File: src/frmfs_placeholder_unused.sv
// intentionally empty
`timescale 1ns/100ps

File: src/frmfs_pkg.sv
// constants, types and presets for the fifo reset-mode and flag-select block
// Overview of operation
// - In standard mode the shared flag pin shows memory full, and writes are refused while it does.
// - In fall-through mode the same pin shows input ready, meaning room exists for another write.
// - Both default-offset select pins and the offset-access pin are sampled during master reset.
// - Those three sampled levels pick one of eight preset offsets for the almost-empty and almost-full flags.
// - The timing-mode pin is sampled during master reset to choose fall-through or standard timing.
// - After master reset the timing-mode pin is the serial data input that shifts in the offset values.
// - The empty pin shows memory empty in standard mode and output ready in fall-through mode.
// - The offset-access level sampled at master reset also picks serial or parallel offset programming.
package frmfs_pkg;

  // memory geometry
  localparam int          OFS_W = 10;
  localparam int          CNT_W = 11;
  localparam logic [10:0] DEPTH = 11'h400;
  localparam int          SER_BITS = 2 * OFS_W;
  localparam logic [4:0]  SER_LAST = 5'h13;

  // preset offsets indexed by {offset_access_enable, sel_hi, sel_lo}
  localparam logic [9:0] DEF_OFS [0:7] = '{10'h007, 10'h00f, 10'h01f, 10'h03f,
                                          10'h07f, 10'h0ff, 10'h1ff, 10'h3ff};

  // register byte offsets
  localparam logic [7:0] REG_STATUS = 8'h00;
  localparam logic [7:0] REG_MASK   = 8'h04;
  localparam logic [7:0] REG_CONFIG = 8'h08;
  localparam logic [7:0] REG_AE_OFS = 8'h0c;
  localparam logic [7:0] REG_AF_OFS = 8'h10;
  localparam logic [7:0] REG_LEVEL  = 8'h14;

  // status and mask bit positions
  localparam int ST_W        = 5;
  localparam int ST_FULL     = 0;
  localparam int ST_EMPTY    = 1;
  localparam int ST_WR_BLOCK = 2;
  localparam int ST_RD_BLOCK = 3;
  localparam int ST_SER_DONE = 4;

  // config readback bit positions
  localparam int CFG_FALL_THROUGH_TIMING   = 0;
  localparam int CFG_SERIAL = 1;
  localparam int CFG_SEL_LO = 2;

  // reset values and bus answers
  localparam logic [4:0] MASK_RST   = 5'h00;
  localparam logic [1:0] RESP_OKAY  = 2'h0;
  localparam logic [1:0] RESP_SLVERR = 2'h2;

  // bus channel states
  typedef enum logic [0:0] {
    WR_COLLECT = 1'b0,
    WR_RESP    = 1'b1
  } frmfs_wr_t;

  typedef enum logic [0:0] {
    RD_IDLE = 1'b0,
    RD_DATA = 1'b1
  } frmfs_rd_t;

endpackage

File: src/frmfs_sync.sv
// two flip-flop synchroniser for a group of pin inputs
`timescale 1ns/100ps
module frmfs_sync #(
  parameter int WIDTH = 1
) (
  input  wire logic             clk_in,
  input  wire logic             nrst_in,
  input  wire logic [WIDTH-1:0] pins_in,
  output logic      [WIDTH-1:0] sync_out
);

  typedef struct packed {
    logic [WIDTH-1:0] meta;
    logic [WIDTH-1:0] stable;
  } frmfs_sync_t;

  frmfs_sync_t s_q;
  frmfs_sync_t s_d;

  // one flop pair per bit; only the second stage is read outside
  genvar i;
  for (i = 0; i < WIDTH; i++) begin : g_bit
    always_comb begin
      s_d.meta[i]   = pins_in[i];
      s_d.stable[i] = s_q.meta[i];
    end
  end

  // register both stages
  always_ff @(posedge clk_in or negedge nrst_in) begin
    if (!nrst_in) begin
      s_q <= '0;
    end else begin
      s_q <= s_d;
    end
  end

  assign sync_out = s_q.stable;

endmodule

File: src/frmfs_top.sv
// fifo reset-time configuration, shared flag pins, offset loading and register slave
//
// Implementation choices: the AXI4-Lite slave port and the placing of the registers.
`timescale 1ns/100ps
module frmfs_top (
  input  wire logic                       clk_in,
  input  wire logic                       nrst_in,
  input  wire logic                       master_reset_n_in,
  input  wire logic                       default_offset_sel_lo_in,
  input  wire logic                       default_offset_sel_hi_in,
  input  wire logic                       fallthrough_select_serial_input_in,
  input  wire logic                       serial_clk_in,
  input  wire logic                       offset_access_enable_in,
  input  wire logic                       wr_en_in,
  input  wire logic                       rd_en_in,
  input  wire logic [frmfs_pkg::OFS_W-1:0] offset_data_in,
  output logic                            full_flag_input_ready_n_out,
  output logic                            empty_indicator_n_out,
  output logic                            almost_empty_flag_n_out,
  output logic                            almost_full_flag_n_out,
  output logic                            irq_out,
  input  wire logic [7:0]                 s_axi_awaddr_in,
  input  wire logic                       s_axi_awvalid_in,
  output logic                            s_axi_awready_out,
  input  wire logic [31:0]                s_axi_wdata_in,
  input  wire logic [3:0]                 s_axi_wstrb_in,
  input  wire logic                       s_axi_wvalid_in,
  output logic                            s_axi_wready_out,
  output logic [1:0]                      s_axi_bresp_out,
  output logic                            s_axi_bvalid_out,
  input  wire logic                       s_axi_bready_in,
  input  wire logic [7:0]                 s_axi_araddr_in,
  input  wire logic                       s_axi_arvalid_in,
  output logic                            s_axi_arready_out,
  output logic [31:0]                     s_axi_rdata_out,
  output logic [1:0]                      s_axi_rresp_out,
  output logic                            s_axi_rvalid_out,
  input  wire logic                       s_axi_rready_in
);

  typedef struct packed {
    logic [frmfs_pkg::CNT_W-1:0]    count;
    logic                           fall_through_timing;
    logic                           serial_mode;
    logic [2:0]                     sel;
    logic [frmfs_pkg::OFS_W-1:0]    ae_ofs;
    logic [frmfs_pkg::OFS_W-1:0]    af_ofs;
    logic [frmfs_pkg::SER_BITS-1:0] sreg;
    logic [4:0]                     bits;
    logic                           par_af;
    logic                           sck_d;
    logic                           ff_n;
    logic                           ef_n;
    logic                           pae_n;
    logic                           paf_n;
    logic [frmfs_pkg::ST_W-1:0]     status;
    logic [frmfs_pkg::ST_W-1:0]     mask;
    logic                           irq;
    frmfs_pkg::frmfs_wr_t           wst;
    logic                           awready;
    logic                           wready;
    logic                           aw_got;
    logic                           w_got;
    logic [7:0]                     waddr;
    logic [31:0]                    wdata;
    logic [3:0]                     wstrb;
    logic                           bvalid;
    logic [1:0]                     bresp;
    frmfs_pkg::frmfs_rd_t           rst;
    logic                           arready;
    logic                           rvalid;
    logic [31:0]                    rdata;
    logic [1:0]                     rresp;
  } frmfs_state_t;

  frmfs_state_t                s_q;
  frmfs_state_t                s_d;
  logic [4:0]                  pins_s;
  logic                        mrst_s;
  logic [2:0]                  sel_s;
  logic                        si_s;
  logic                        sck_s;
  logic                        wr_ok;
  logic                        rd_ok;
  logic                        sck_rise;
  logic [frmfs_pkg::ST_W-1:0]  ev;
  logic [31:0]                 wmask;
  logic [31:0]                 wmerge;
  logic [31:0]                 rd_word;
  logic [frmfs_pkg::OFS_W-1:0] def_now;

  // pin synchronisers
  frmfs_sync #(.WIDTH(5)) u_sync (
    .clk_in   (clk_in),
    .nrst_in  (nrst_in),
    .pins_in  ({master_reset_n_in, default_offset_sel_hi_in, default_offset_sel_lo_in,
                fallthrough_select_serial_input_in, serial_clk_in}),
    .sync_out (pins_s)
  );

  // decoded pin levels and memory access qualifiers
  assign mrst_s   = pins_s[4];
  assign sel_s    = {offset_access_enable_in, pins_s[3], pins_s[2]};
  assign si_s     = pins_s[1];
  assign sck_s    = pins_s[0];
  assign sck_rise = sck_s && !s_q.sck_d;
  assign wr_ok    = mrst_s && offset_access_enable_in && wr_en_in && s_q.count != frmfs_pkg::DEPTH;
  assign rd_ok    = mrst_s && offset_access_enable_in && rd_en_in && s_q.count != '0;
  assign def_now  = frmfs_pkg::DEF_OFS[s_q.sel];

  // byte-lane merge of the pending write word
  always_comb begin
    for (int b = 0; b < 4; b++) begin
      wmask[8*b +: 8] = {8{s_q.wstrb[b]}};
    end
    wmerge = s_q.wdata & wmask;
  end

  // read mux
  always_comb begin
    rd_word = '0;
    if (s_axi_araddr_in == frmfs_pkg::REG_STATUS) begin
      rd_word[frmfs_pkg::ST_W-1:0] = s_q.status;
    end else if (s_axi_araddr_in == frmfs_pkg::REG_MASK) begin
      rd_word[frmfs_pkg::ST_W-1:0] = s_q.mask;
    end else if (s_axi_araddr_in == frmfs_pkg::REG_CONFIG) begin
      rd_word[frmfs_pkg::CFG_FALL_THROUGH_TIMING]               = s_q.fall_through_timing;
      rd_word[frmfs_pkg::CFG_SERIAL]             = s_q.serial_mode;
      rd_word[frmfs_pkg::CFG_SEL_LO +: 3]        = s_q.sel;
    end else if (s_axi_araddr_in == frmfs_pkg::REG_AE_OFS) begin
      rd_word[frmfs_pkg::OFS_W-1:0] = s_q.ae_ofs;
    end else if (s_axi_araddr_in == frmfs_pkg::REG_AF_OFS) begin
      rd_word[frmfs_pkg::OFS_W-1:0] = s_q.af_ofs;
    end else if (s_axi_araddr_in == frmfs_pkg::REG_LEVEL) begin
      rd_word[frmfs_pkg::CNT_W-1:0] = s_q.count;
    end
  end

  // next-state logic: bus slave, fifo level, offset loading, flags
  always_comb begin
    s_d       = s_q;
    ev        = '0;
    s_d.sck_d = sck_s;
    // write channel: address and data in either order, then one response
    case (s_q.wst)
      frmfs_pkg::WR_COLLECT: begin
        if (s_axi_awvalid_in && s_q.awready) begin
          s_d.aw_got  = 1'b1;
          s_d.awready = 1'b0;
          s_d.waddr   = s_axi_awaddr_in;
        end
        if (s_axi_wvalid_in && s_q.wready) begin
          s_d.w_got  = 1'b1;
          s_d.wready = 1'b0;
          s_d.wdata  = s_axi_wdata_in;
          s_d.wstrb  = s_axi_wstrb_in;
        end
        if (s_q.aw_got && s_q.w_got) begin
          s_d.aw_got = 1'b0;
          s_d.w_got  = 1'b0;
          s_d.bvalid = 1'b1;
          s_d.bresp  = frmfs_pkg::RESP_OKAY;
          s_d.wst    = frmfs_pkg::WR_RESP;
          if (s_q.waddr == frmfs_pkg::REG_STATUS) begin
            s_d.status = s_q.status & ~wmerge[frmfs_pkg::ST_W-1:0];
          end else if (s_q.waddr == frmfs_pkg::REG_MASK) begin
            s_d.mask = (s_q.mask & ~wmask[frmfs_pkg::ST_W-1:0]) | wmerge[frmfs_pkg::ST_W-1:0];
          end else if (s_q.waddr == frmfs_pkg::REG_AE_OFS) begin
            s_d.ae_ofs = (s_q.ae_ofs & ~wmask[frmfs_pkg::OFS_W-1:0]) | wmerge[frmfs_pkg::OFS_W-1:0];
          end else if (s_q.waddr == frmfs_pkg::REG_AF_OFS) begin
            s_d.af_ofs = (s_q.af_ofs & ~wmask[frmfs_pkg::OFS_W-1:0]) | wmerge[frmfs_pkg::OFS_W-1:0];
          end else if (s_q.waddr != frmfs_pkg::REG_CONFIG && s_q.waddr != frmfs_pkg::REG_LEVEL) begin
            s_d.bresp = frmfs_pkg::RESP_SLVERR;
          end
        end
      end
      frmfs_pkg::WR_RESP: begin
        if (s_axi_bready_in) begin
          s_d.bvalid  = 1'b0;
          s_d.awready = 1'b1;
          s_d.wready  = 1'b1;
          s_d.wst     = frmfs_pkg::WR_COLLECT;
        end
      end
      default: s_d.wst = frmfs_pkg::WR_COLLECT;
    endcase
    // read channel: one cycle to data, held until rready
    case (s_q.rst)
      frmfs_pkg::RD_IDLE: begin
        if (s_axi_arvalid_in) begin
          s_d.rdata   = rd_word;
          s_d.rvalid  = 1'b1;
          s_d.arready = 1'b0;
          s_d.rst     = frmfs_pkg::RD_DATA;
          s_d.rresp   = frmfs_pkg::RESP_OKAY;
          if (s_axi_araddr_in > frmfs_pkg::REG_LEVEL || s_axi_araddr_in[1:0] != 2'h0) begin
            s_d.rresp = frmfs_pkg::RESP_SLVERR;
          end
        end
      end
      frmfs_pkg::RD_DATA: begin
        if (s_axi_rready_in) begin
          s_d.rvalid  = 1'b0;
          s_d.arready = 1'b1;
          s_d.rst     = frmfs_pkg::RD_IDLE;
        end
      end
      default: s_d.rst = frmfs_pkg::RD_IDLE;
    endcase
    // master reset samples the straps; afterwards they are left alone
    if (!mrst_s) begin // straps are taken only while master reset is held
      s_d.fall_through_timing        = si_s;
      s_d.sel         = sel_s;
      s_d.serial_mode = offset_access_enable_in;
      s_d.ae_ofs      = frmfs_pkg::DEF_OFS[sel_s];
      s_d.af_ofs      = frmfs_pkg::DEF_OFS[sel_s];
      s_d.count       = '0;
      s_d.sreg        = '0;
      s_d.bits        = '0;
      s_d.par_af      = 1'b0;
    end else begin
      // memory level; offset access low steers traffic to the offsets
      if (wr_ok && !rd_ok) begin
        s_d.count = s_q.count + 11'h001;
      end else if (rd_ok && !wr_ok) begin
        s_d.count = s_q.count - 11'h001;
      end
      ev[frmfs_pkg::ST_WR_BLOCK] = offset_access_enable_in && wr_en_in && !wr_ok;
      ev[frmfs_pkg::ST_RD_BLOCK] = offset_access_enable_in && rd_en_in && !rd_ok;
      // parallel offset loading: empty offset first, then full offset
      if (!offset_access_enable_in && wr_en_in && !s_q.serial_mode) begin
        if (s_q.par_af) begin
          s_d.af_ofs = offset_data_in;
        end else begin
          s_d.ae_ofs = offset_data_in;
        end
        s_d.par_af = !s_q.par_af;
      end
      // serial loading on the timing-mode pin, msb of the empty offset first
      if (!offset_access_enable_in && s_q.serial_mode && sck_rise) begin
        s_d.sreg = {s_q.sreg[frmfs_pkg::SER_BITS-2:0], si_s};
        s_d.bits = s_q.bits + 5'h01;
        if (s_q.bits == frmfs_pkg::SER_LAST) begin
          s_d.ae_ofs = s_d.sreg[frmfs_pkg::SER_BITS-1:frmfs_pkg::OFS_W];
          s_d.af_ofs = s_d.sreg[frmfs_pkg::OFS_W-1:0];
          s_d.bits   = '0;
          ev[frmfs_pkg::ST_SER_DONE] = 1'b1;
        end
      end
    end
    ev[frmfs_pkg::ST_FULL]  = s_d.count == frmfs_pkg::DEPTH && s_q.count != frmfs_pkg::DEPTH;
    ev[frmfs_pkg::ST_EMPTY] = s_d.count == '0 && s_q.count != '0 && mrst_s;
    // sticky status: a new event beats a clear in the same cycle
    s_d.status = s_d.status | ev;
    s_d.irq    = |(s_d.status & s_d.mask);
    // shared flag pins, active low, meaning chosen by the timing mode
    if (s_d.fall_through_timing) begin
      s_d.ff_n = s_d.count == frmfs_pkg::DEPTH;
      s_d.ef_n = s_d.count == '0;
    end else begin
      s_d.ff_n = s_d.count != frmfs_pkg::DEPTH;
      s_d.ef_n = s_d.count != '0;
    end
    s_d.pae_n = s_d.count > {1'b0, s_d.ae_ofs};
    s_d.paf_n = s_d.count < (frmfs_pkg::DEPTH - {1'b0, s_d.af_ofs});
  end

  // state register
  always_ff @(posedge clk_in or negedge nrst_in) begin
    if (!nrst_in) begin
      s_q         <= '0;
      s_q.ff_n    <= 1'b1;
      s_q.pae_n   <= 1'b0;
      s_q.paf_n   <= 1'b1;
      s_q.mask    <= frmfs_pkg::MASK_RST;
      s_q.awready <= 1'b1;
      s_q.wready  <= 1'b1;
      s_q.arready <= 1'b1;
      s_q.ae_ofs  <= frmfs_pkg::DEF_OFS[0];
      s_q.af_ofs  <= frmfs_pkg::DEF_OFS[0];
    end else begin
      s_q <= s_d;
    end
  end

  // outputs straight from the state register
  assign full_flag_input_ready_n_out = s_q.ff_n;
  assign empty_indicator_n_out       = s_q.ef_n;
  assign almost_empty_flag_n_out     = s_q.pae_n;
  assign almost_full_flag_n_out      = s_q.paf_n;
  assign irq_out                     = s_q.irq;
  assign s_axi_awready_out           = s_q.awready;
  assign s_axi_wready_out            = s_q.wready;
  assign s_axi_bvalid_out            = s_q.bvalid;
  assign s_axi_bresp_out             = s_q.bresp;
  assign s_axi_arready_out           = s_q.arready;
  assign s_axi_rvalid_out            = s_q.rvalid;
  assign s_axi_rdata_out             = s_q.rdata;
  assign s_axi_rresp_out             = s_q.rresp;

  // checks on the flag pins, straps and offset loading
  a_full_blocks_write: assert property (@(posedge clk_in) disable iff (!nrst_in)
    (!s_q.fall_through_timing && !s_q.ff_n && wr_en_in && !rd_en_in && mrst_s) |=> s_q.count == $past(s_q.count))
    else $error("write accepted while full");
  a_ready_pin_meaning: assert property (@(posedge clk_in) disable iff (!nrst_in)
    s_q.fall_through_timing |-> (s_q.ff_n == (s_q.count == frmfs_pkg::DEPTH)))
    else $error("input ready pin disagrees with level");
  a_std_full_pin: assert property (@(posedge clk_in) disable iff (!nrst_in)
    (!s_q.fall_through_timing && s_q.count == frmfs_pkg::DEPTH) |-> !full_flag_input_ready_n_out)
    else $error("full pin not low at full");
  a_sel_sampled: assert property (@(posedge clk_in) disable iff (!nrst_in)
    (nrst_in && !mrst_s) |=> s_q.sel == $past(sel_s))
    else $error("preset select not sampled in master reset");
  a_preset_applied: assert property (@(posedge clk_in) disable iff (!nrst_in)
    $rose(mrst_s) |-> (s_q.ae_ofs == def_now && s_q.af_ofs == def_now))
    else $error("preset offsets not loaded");
  a_mode_sampled: assert property (@(posedge clk_in) disable iff (!nrst_in)
    (nrst_in && !mrst_s)
    |=> (s_q.fall_through_timing == $past(si_s) && s_q.serial_mode == $past(offset_access_enable_in)))
    else $error("timing or load mode not sampled");
  a_serial_shift: assert property (@(posedge clk_in) disable iff (!nrst_in)
    (mrst_s && s_q.serial_mode && !offset_access_enable_in && sck_rise && s_q.bits != frmfs_pkg::SER_LAST)
    |=> (s_q.sreg[0] == $past(si_s) && s_q.bits == $past(s_q.bits) + 5'h01))
    else $error("serial bit not shifted");
  a_empty_pin_meaning: assert property (@(posedge clk_in) disable iff (!nrst_in)
    empty_indicator_n_out == (s_q.fall_through_timing ? (s_q.count == '0) : (s_q.count != '0)))
    else $error("empty pin meaning wrong");
  a_parallel_mode: assert property (@(posedge clk_in) disable iff (!nrst_in)
    (mrst_s && !s_q.serial_mode && sck_rise) |=> s_q.bits == '0)
    else $error("serial path active in parallel mode");
  a_config_held: assert property (@(posedge clk_in) disable iff (!nrst_in)
    (mrst_s && $past(mrst_s)) |-> ($stable(s_q.fall_through_timing) && $stable(s_q.sel) && $stable(s_q.serial_mode)))
    else $error("configuration changed outside master reset");

endmodule

File: config.mk
export PLATFORM = sky130hd
export DESIGN_NAME = frmfs_top
export DESIGN_NICKNAME = d
export VERILOG_FILES = /design/src/frmfs_placeholder_unused.sv /design/src/frmfs_pkg.sv /design/src/frmfs_sync.sv /design/src/frmfs_top.sv
export SDC_FILE = /design/constraint.sdc
export NUM_CORES = 1
export LEC_CHECK = 0
export ABC_CLOCK_PERIOD_IN_PS = 4200
export BUFFER_PORTS_ARGS = -buffer_cell sky130_fd_sc_hd__buf_2
export CAP_MARGIN = 20
export CORE_ASPECT_RATIO = 1.1
export CORE_MARGIN = 2
export CORE_UTILIZATION = 46
export CTS_CLUSTER_SIZE = 14
export DETAILED_ROUTE_END_ITERATION = 10
export PLACE_DENSITY_LB_ADDON = 0.3
export SYNTH_ARGS = -nofsm -noshare
export SYNTH_HDL_FRONTEND = slang
export SYNTH_SLANG_ARGS = --single-unit
File: constraint.sdc
create_clock -name clk_in -period 4.2 [get_ports clk_in]
set_clock_uncertainty 0.2 [all_clocks]
set_input_delay 0 -clock clk_in [delete_from_list [all_inputs] [get_ports clk_in]]
set_output_delay 0 -clock clk_in [all_outputs]
set_load 0.1 [all_outputs]
==> impl_metrics.tcl, run 1 <==
set metrics [dict create \
    maxSlewHeadroom_pct 50.0 \
    power_mw 4.65 \
    cts_tree "yes" \
    hold_path_class "in2async" \
    routabilityCongestion 0.974 \
    worstSkewPairLatency_ns 0.43 \
    io_buffer_count 75 \
    fin_crit_sh_pct 96.3 \
    cts-root-buf "clkbuf_16" \
    synth-main-ff-cell "dfrtp_1" \
    min_period_ns 4.05 \
    rsz0062_at_grt "true" \
    overflow 0 \
    synthToLayoutAreaGrowth_pct 25.5 \
    coreArea_um2 15700 \
    n_antenna_cell 0 \
    rows 48 \
    finalNetCount 1018 \
    p_leak_nw 4.40 \
    grt_usage_pct 25.0 \
    regArea_um2 3220 \
    clockBufferDepth 2 \
    fin_tns_setup_ns 0 \
    h-tree-depth 4 \
    status "finished, violations left" \
    timing.hold.ws_ns -0.0223 \
    dpl.hpwl_mm 14.8 \
    wl_met3_mm 1.46 \
    critical_path_class "reg2reg" \
    ys_ff_latch 128 \
    synth_cells 774 \
    highest_layer "met4" \
    yosysUniqueCellTypes 74 \
    synth_area_um2 7370 \
    ys_seq_area_share_pct 43.7 \
    power_per_cell_area_nw_per_um2 503 \
    slew_violations 0 \
    wirelength_mm 20.6 \
    synth_edf_count 0 \
    hold_viol_final 8 \
    drtIter0Drc 585 \
    cts_sinks 128 \
    setup_violations 0 \
    worstPathArrival_ns 4.19 \
    initial_core_util_pct 47.0 \
    layout_common_cells "dfrtp_1, nand2_1, buf_2" \
    cp_data_required_time_ns 4.34 \
    layout_commonest_cell "dfrtp_1" \
    antenna_found_initial 0 \
    end_kind "register" \
    ant_nets 0 \
    clkTransAtPathRegs_ns 0.06 \
    wl_met1_mm 8.83 \
    fillers 1305 \
    post-route-util_pct 59.0 \
    violations "negative hold slack" \
    post-cts-setup-buffers 0 \
    multi_input_area_um2 3780 \
    dpl-instance-area_um2 8030 \
    num_io_pins 123 \
    die_x_um 125 \
    wl_per_cell_um 18.2 \
    drc 0 \
    cp_max_fo 6 \
    tightest_slew_ns 0.750 \
    die_area_um2 17000 \
    yosys_warnings 0 \
    grt_max_degree 59 \
    design_area_um2 9250 \
    vdd_drop_max_uv 266 \
    wl_met2_mm 9.77 \
    max-cap-violations 0 \
    drive_above_1_share_pct 23.5 \
    async_flop_share_pct 100 \
    grt_pass1_wl_mm 32.7 \
    grt_pass1_vias 6036 \
    fp.dieH_um 137 \
    max_freq_ghz 0.247 \
    cts_made_buffers 17 \
    start_kind "register" \
    viasPerCell 5.64 \
    firstDrtPassIters 7 \
    vias 6378 \
    avgSynthCellArea_um2 9.52 \
]
-- Yosys cell counts (all sizes together), types with 4 or more instances --
cell type  number  share of area (%)
clkbuf         31                1.6
a31oi           6               0.51
o21a            9               0.92
a211oi          5               0.51
o211ai          9               0.92
a221oi          4               0.48
nand2b         10               0.85
and2           10               0.85
nor4bb          4               0.54
dfrtp         117                 40
ha             23                3.9
inv            27                1.4
nor3           11               0.88
dfstp          11                3.9
a21o            7               0.71
o31ai           4               0.41
a21oi          45                3.1
a22oi           4               0.41
buf            43                4.2
nor2           43                2.2
mux2           29                4.4
nand2         108                5.5
nand3          14               0.95
mux2i          36                4.9
nor4            8               0.68
nor2b          12                1.0
xnor2          10                1.3
or3             5               0.49
o21ai          43                2.9
or4             4               0.51
a22o           17                2.0
nand4           7               0.59
and3            8               0.68
-- where the power goes --
group	leakage [nW]	switching [mW]	internal [mW]
logic	2.50	0.915	0.544
registers	1.60	0.196	1.45
clock network	0.301	0.594	0.959
total	4.40	1.70	2.95
-- cell families (layout without fill, tap and decap cells) --
| family | count (synthesis) | after routing | share of synthesized area, % |
|---|---|---|---|
| AND/OR/NAND/NOR | 266 | 266 | 18.5 |
| AO/OA/AOI/OAI | 177 | 177 | 15.7 |
| flip-flops | 128 | 128 | 43.7 |
| buffers and inverters | 101 | 236 | 7.20 |
| multiplexers | 65 | 65 | 9.32 |
| adder cells (fa/ha/maj) | 23 | 23 | 3.91 |
| XOR/XNOR | 13 | 13 | 1.65 |
| other | 1 | 23 | 0.0509 |
-- path summary, 6_finish.rpt --
check,to,slack [ns],startpoint,depth (start not counted)
worst max-delay path,almost_full_flag_n_out$_DFF_PN1_,0.15,s_q[83]$_DFFE_PN0P_,17
worst max register to register,almost_full_flag_n_out$_DFF_PN1_,0.15,s_q[83]$_DFFE_PN0P_,17
worst min register to register,u_sync.sync_out[0]$_DFF_PN0_,0.15,u_sync.s_d[0]$_DFF_PN0_,0
worst min-delay path,irq_out$_DFF_PN0_,-0.02,nrst_in,2
min in group clk_in,s_axi_rdata_out[4]$_DFFE_PN0P_,0.01,s_axi_araddr_in[5],7
max in group asynchronous,s_q[143]$_DFF_PN1_,2.85,nrst_in,3
-- flip-flops by register name, summed over array words and instances, names as in the netlist, 5 cells and up --
signal           count
s_q                 95
s_axi_rdata_out     11
u_sync.s_d           5
u_sync.sync_out      5
-- worst max-delay path, stage by stage (launching register included) --
cell,delay [ns]
dfrtp_1,0.39
nor4_1,0.31
buf_4,0.18
and4_2,0.27
buf_4,0.20
mux2i_1,0.26
a21oi_1,0.10
a311o_1,0.42
xnor2_1,0.17
ha_1,0.30
a21o_1,0.16
a21o_1,0.16
a21o_1,0.17
a21oi_1,0.14
nor2b_1,0.05
o21ai_0,0.16
nand2b_1,0.07
a211oi_1,0.23
-- per-layer routing --
layer	up-vias	global-route usage, %
li1	3005	-
met1	3059	32.5
met2	273	41.3
met3	41	5.43
met4	0	9.11
met5	-	0
-- timing repair --
action | CTS | global route
hold buffers | 53 | 0
gates resized for setup | 0 | 12
endpoints found under the setup margin | 0 | 2
hold endpoints to repair | 121 | 0
-- stage by stage --
| step | std cells | worst slack, ns |
|---|---|---|
| floorplan | 796 | 0.103 |
| CTS | 1131 | 0.0250 |
| finish | 1131 | 0.153 |
| global route | 1131 | -0.0661 |
| global placement | 1046 | 0.127 |
| detailed placement | 1046 | 0.0773 |
-- cell type report --
cell class                 count  area share [%]
multi-input combinational    567            40.9
sequential                   128            34.8
timing repair buffer         177            13.8
clock buffer                  18            4.75
tap                          200            2.71
clock inverter                14            1.92
inverter                      27            1.10
Power figures use the tool's default switching activity.
==> run 2: changes to the inputs <==
==> constraint.sdc (replaced) <==
create_clock -name clk_in -period 4.2 [get_ports clk_in]
set_clock_uncertainty 0.2 [all_clocks]
set_input_delay 0.63 -clock clk_in [delete_from_list [all_inputs] [get_ports clk_in]]
set_output_delay 0.63 -clock clk_in [all_outputs]
set_load 0.1 [all_outputs]
==> run 2 against run 1 <==
The run now ends clean. Core utilization decreased by 2.4 points. Sequential share of layout area increased by 1.5 points. Combinational power decreased by 3%. Sequential cell count unchanged. Cell count decreased by 3.7%. Die area unchanged. Clock-buffer cell count increased by 2. Setup slack got worse by 0.0047 ns. Fmax decreased by 0.12%. Largest power group unchanged. Highest routed layer unchanged.
==> impl_metrics.tcl, run 2 (same netlist as run 1, synthesis figures left out) <==
set metrics [dict create \
    n_antenna_cell 0 \
    start_kind "register" \
    clockBufferDepth 2 \
    finalNetCount 976 \
    largest_reg_flops 95 \
    ff2ff_path_depth 16 \
    wirelength_mm 19.6 \
    wl_per_cell_um 18.0 \
    grtUsageMet1_pct 30.6 \
    hold_viol_final 0 \
    power_mw 4.55 \
    fin_crit_sh_pct 96.5 \
    rr_startpoint "s_q[78]$_DFFE_PN0P_" \
    max-cap-violations 0 \
    io_buffer_count 75 \
    vdd_drop_max_uv 278 \
    grtUsageMet3_pct 6.02 \
    hold_path_class "in2async" \
    worstSkewPairLatency_ns 0.43 \
    pre_cts_ws_ns 0.0104 \
    rows 48 \
    synthToLayoutAreaGrowth_pct 20.3 \
    fillers 1403 \
    tightest_slew_ns 0.744 \
    initial_core_util_pct 47.0 \
    dpl-instance-area_um2 8100 \
    overflow 0 \
    slew_violations 0 \
    busiest_layer "met2" \
    setup_violations 0 \
    cts-root-buf "clkbuf_16" \
    routabilityCongestion 0.956 \
    grt_usage_pct 23.8 \
    design_area_um2 8860 \
    drc 0 \
    num_io_pins 123 \
    cts_made_buffers 17 \
    cts_sinks 128 \
    reg2reg_slack_ns 0.15 \
    max_freq_ghz 0.247 \
    ant_nets 0 \
    vias 6172 \
    firstDrtPassIters 5 \
    cts_tree "yes" \
    drive_above_1_share_pct 27.0 \
    min_period_ns 4.05 \
    layout_commonest_cell "dfrtp_1" \
    use_met2_pct 37.9 \
    clkTransAtPathRegs_ns 0.06 \
    dpl.hpwl_mm 14.8 \
    die_x_um 125 \
    p_leak_nw 4.24 \
    cp_max_fo 4 \
    power_per_cell_area_nw_per_um2 513 \
    antenna_found_initial 0 \
    coreArea_um2 15700 \
    cp_data_required_time_ns 4.36 \
    fin_tns_setup_ns 0 \
    worstPathArrival_ns 4.21 \
    maxSlewHeadroom_pct 50.4 \
    critical_path_class "reg2reg" \
    layout_common_cells "dfrtp_1, nand2_1, buf_2" \
    end_kind "register" \
    grt_max_degree 129 \
    die_area_um2 17000 \
    grt_pass1_wl_mm 31.1 \
    status "finished clean" \
    viasPerCell 5.67 \
    h-tree-depth 4 \
    r2r-end "almost_full_flag_n_out$_DFF_PN1_" \
    timing.hold.ws_ns 0.108 \
    regMostFlops "s_q" \
    fp.dieH_um 137 \
    grt_pass1_vias 5869 \
    worst_slack_ns 0.149 \
    drtIter0Drc 603 \
]
[run 2: cell count changes in the layout (fill, tap and decap cells not counted), moves of 3 or more]
cell           change
dlygate4sd3_1     -53
buf_4              +9
a21oi_1            -3
a21oi_2            +3
clkbuf_1           +3
[run 2: critical path, cell delays in order (launching register included)]
cell and delay (ns):
dfrtp_1 0.38, nor4bb_1 0.29, buf_4 0.17, and4_4 0.29, mux2i_2 0.28, a21oi_2 0.12
a2111oi_4 0.34, buf_4 0.17, buf_4 0.10, and4b_1 0.26, nand3_1 0.11, xnor2_1 0.19
ha_1 0.32, nand4_1 0.11, a2111oi_2 0.41, a211oi_2 0.08, buf_4 0.15
[run 2: area by class of cell]
cell class                      instances  area (µm²)  area share (%)
Clock buffer                           20         437            4.93
Clock inverter                         12         159            1.79
Inverter                               27         101            1.14
Multi-Input combinational cell        567        3860            43.5
Sequential cell                       128        3220            36.3
Tap cell                              200         250            2.82
Timing Repair Buffer                  135         845            9.53
[run 2: worst max-delay path by stage]
stage / depth (start not counted) / slack [ns] / from / end
after floorplan: 18 / 0.12 / offset_access_enable_in / almost_full_flag_n_out$_DFF_PN1_
after global placement: 19 / 0.02 / s_q[40]$_DFFE_PN0P_ / almost_full_flag_n_out$_DFF_PN1_
after detailed placement: 19 / 0.01 / offset_access_enable_in / almost_full_flag_n_out$_DFF_PN1_
after CTS: 19 / 0.06 / s_q[40]$_DFFE_PN0P_ / almost_full_flag_n_out$_DFF_PN1_
after global routing: 16 / -0.03 / s_q[76]$_DFFE_PN0P_ / almost_full_flag_n_out$_DFF_PN1_
final: 16 / 0.15 / s_q[78]$_DFFE_PN0P_ / almost_full_flag_n_out$_DFF_PN1_
[run 2: power breakdown]
group          switching, mW  internal [mW]
combinational          0.913          0.509
clock                  0.566          0.936
sequential             0.182           1.45
[run 2: metrics by stage]
stage          cells  util (%)
3_5_place_dp    1052      51.7
6_report        1089      56.6
5_1_grt         1089      56.6
4_1_cts         1084      55.5
3_3_place_gp    1052      51.7
2_1_floorplan    796         -
[run 2: timing repair]
action | 4_1_cts | 5_1_grt
pin swaps | 0 | 6
gates resized for setup | 1 | 30
buffers inserted | 0 | 5
hold buffers | 0 | 0
setup endpoints to repair | 1 | 2
cloned | 0 | 0
hold endpoints to repair | 0 | 0
[run 2: metal layers]
metal,routed length (µm),up-vias,part of all wire (%)
met4,730,0,3.7
met3,1460,48,7.4
li1,-,2922,-
met5,0,-,0
met2,9080,256,46
met1,8330,2946,43
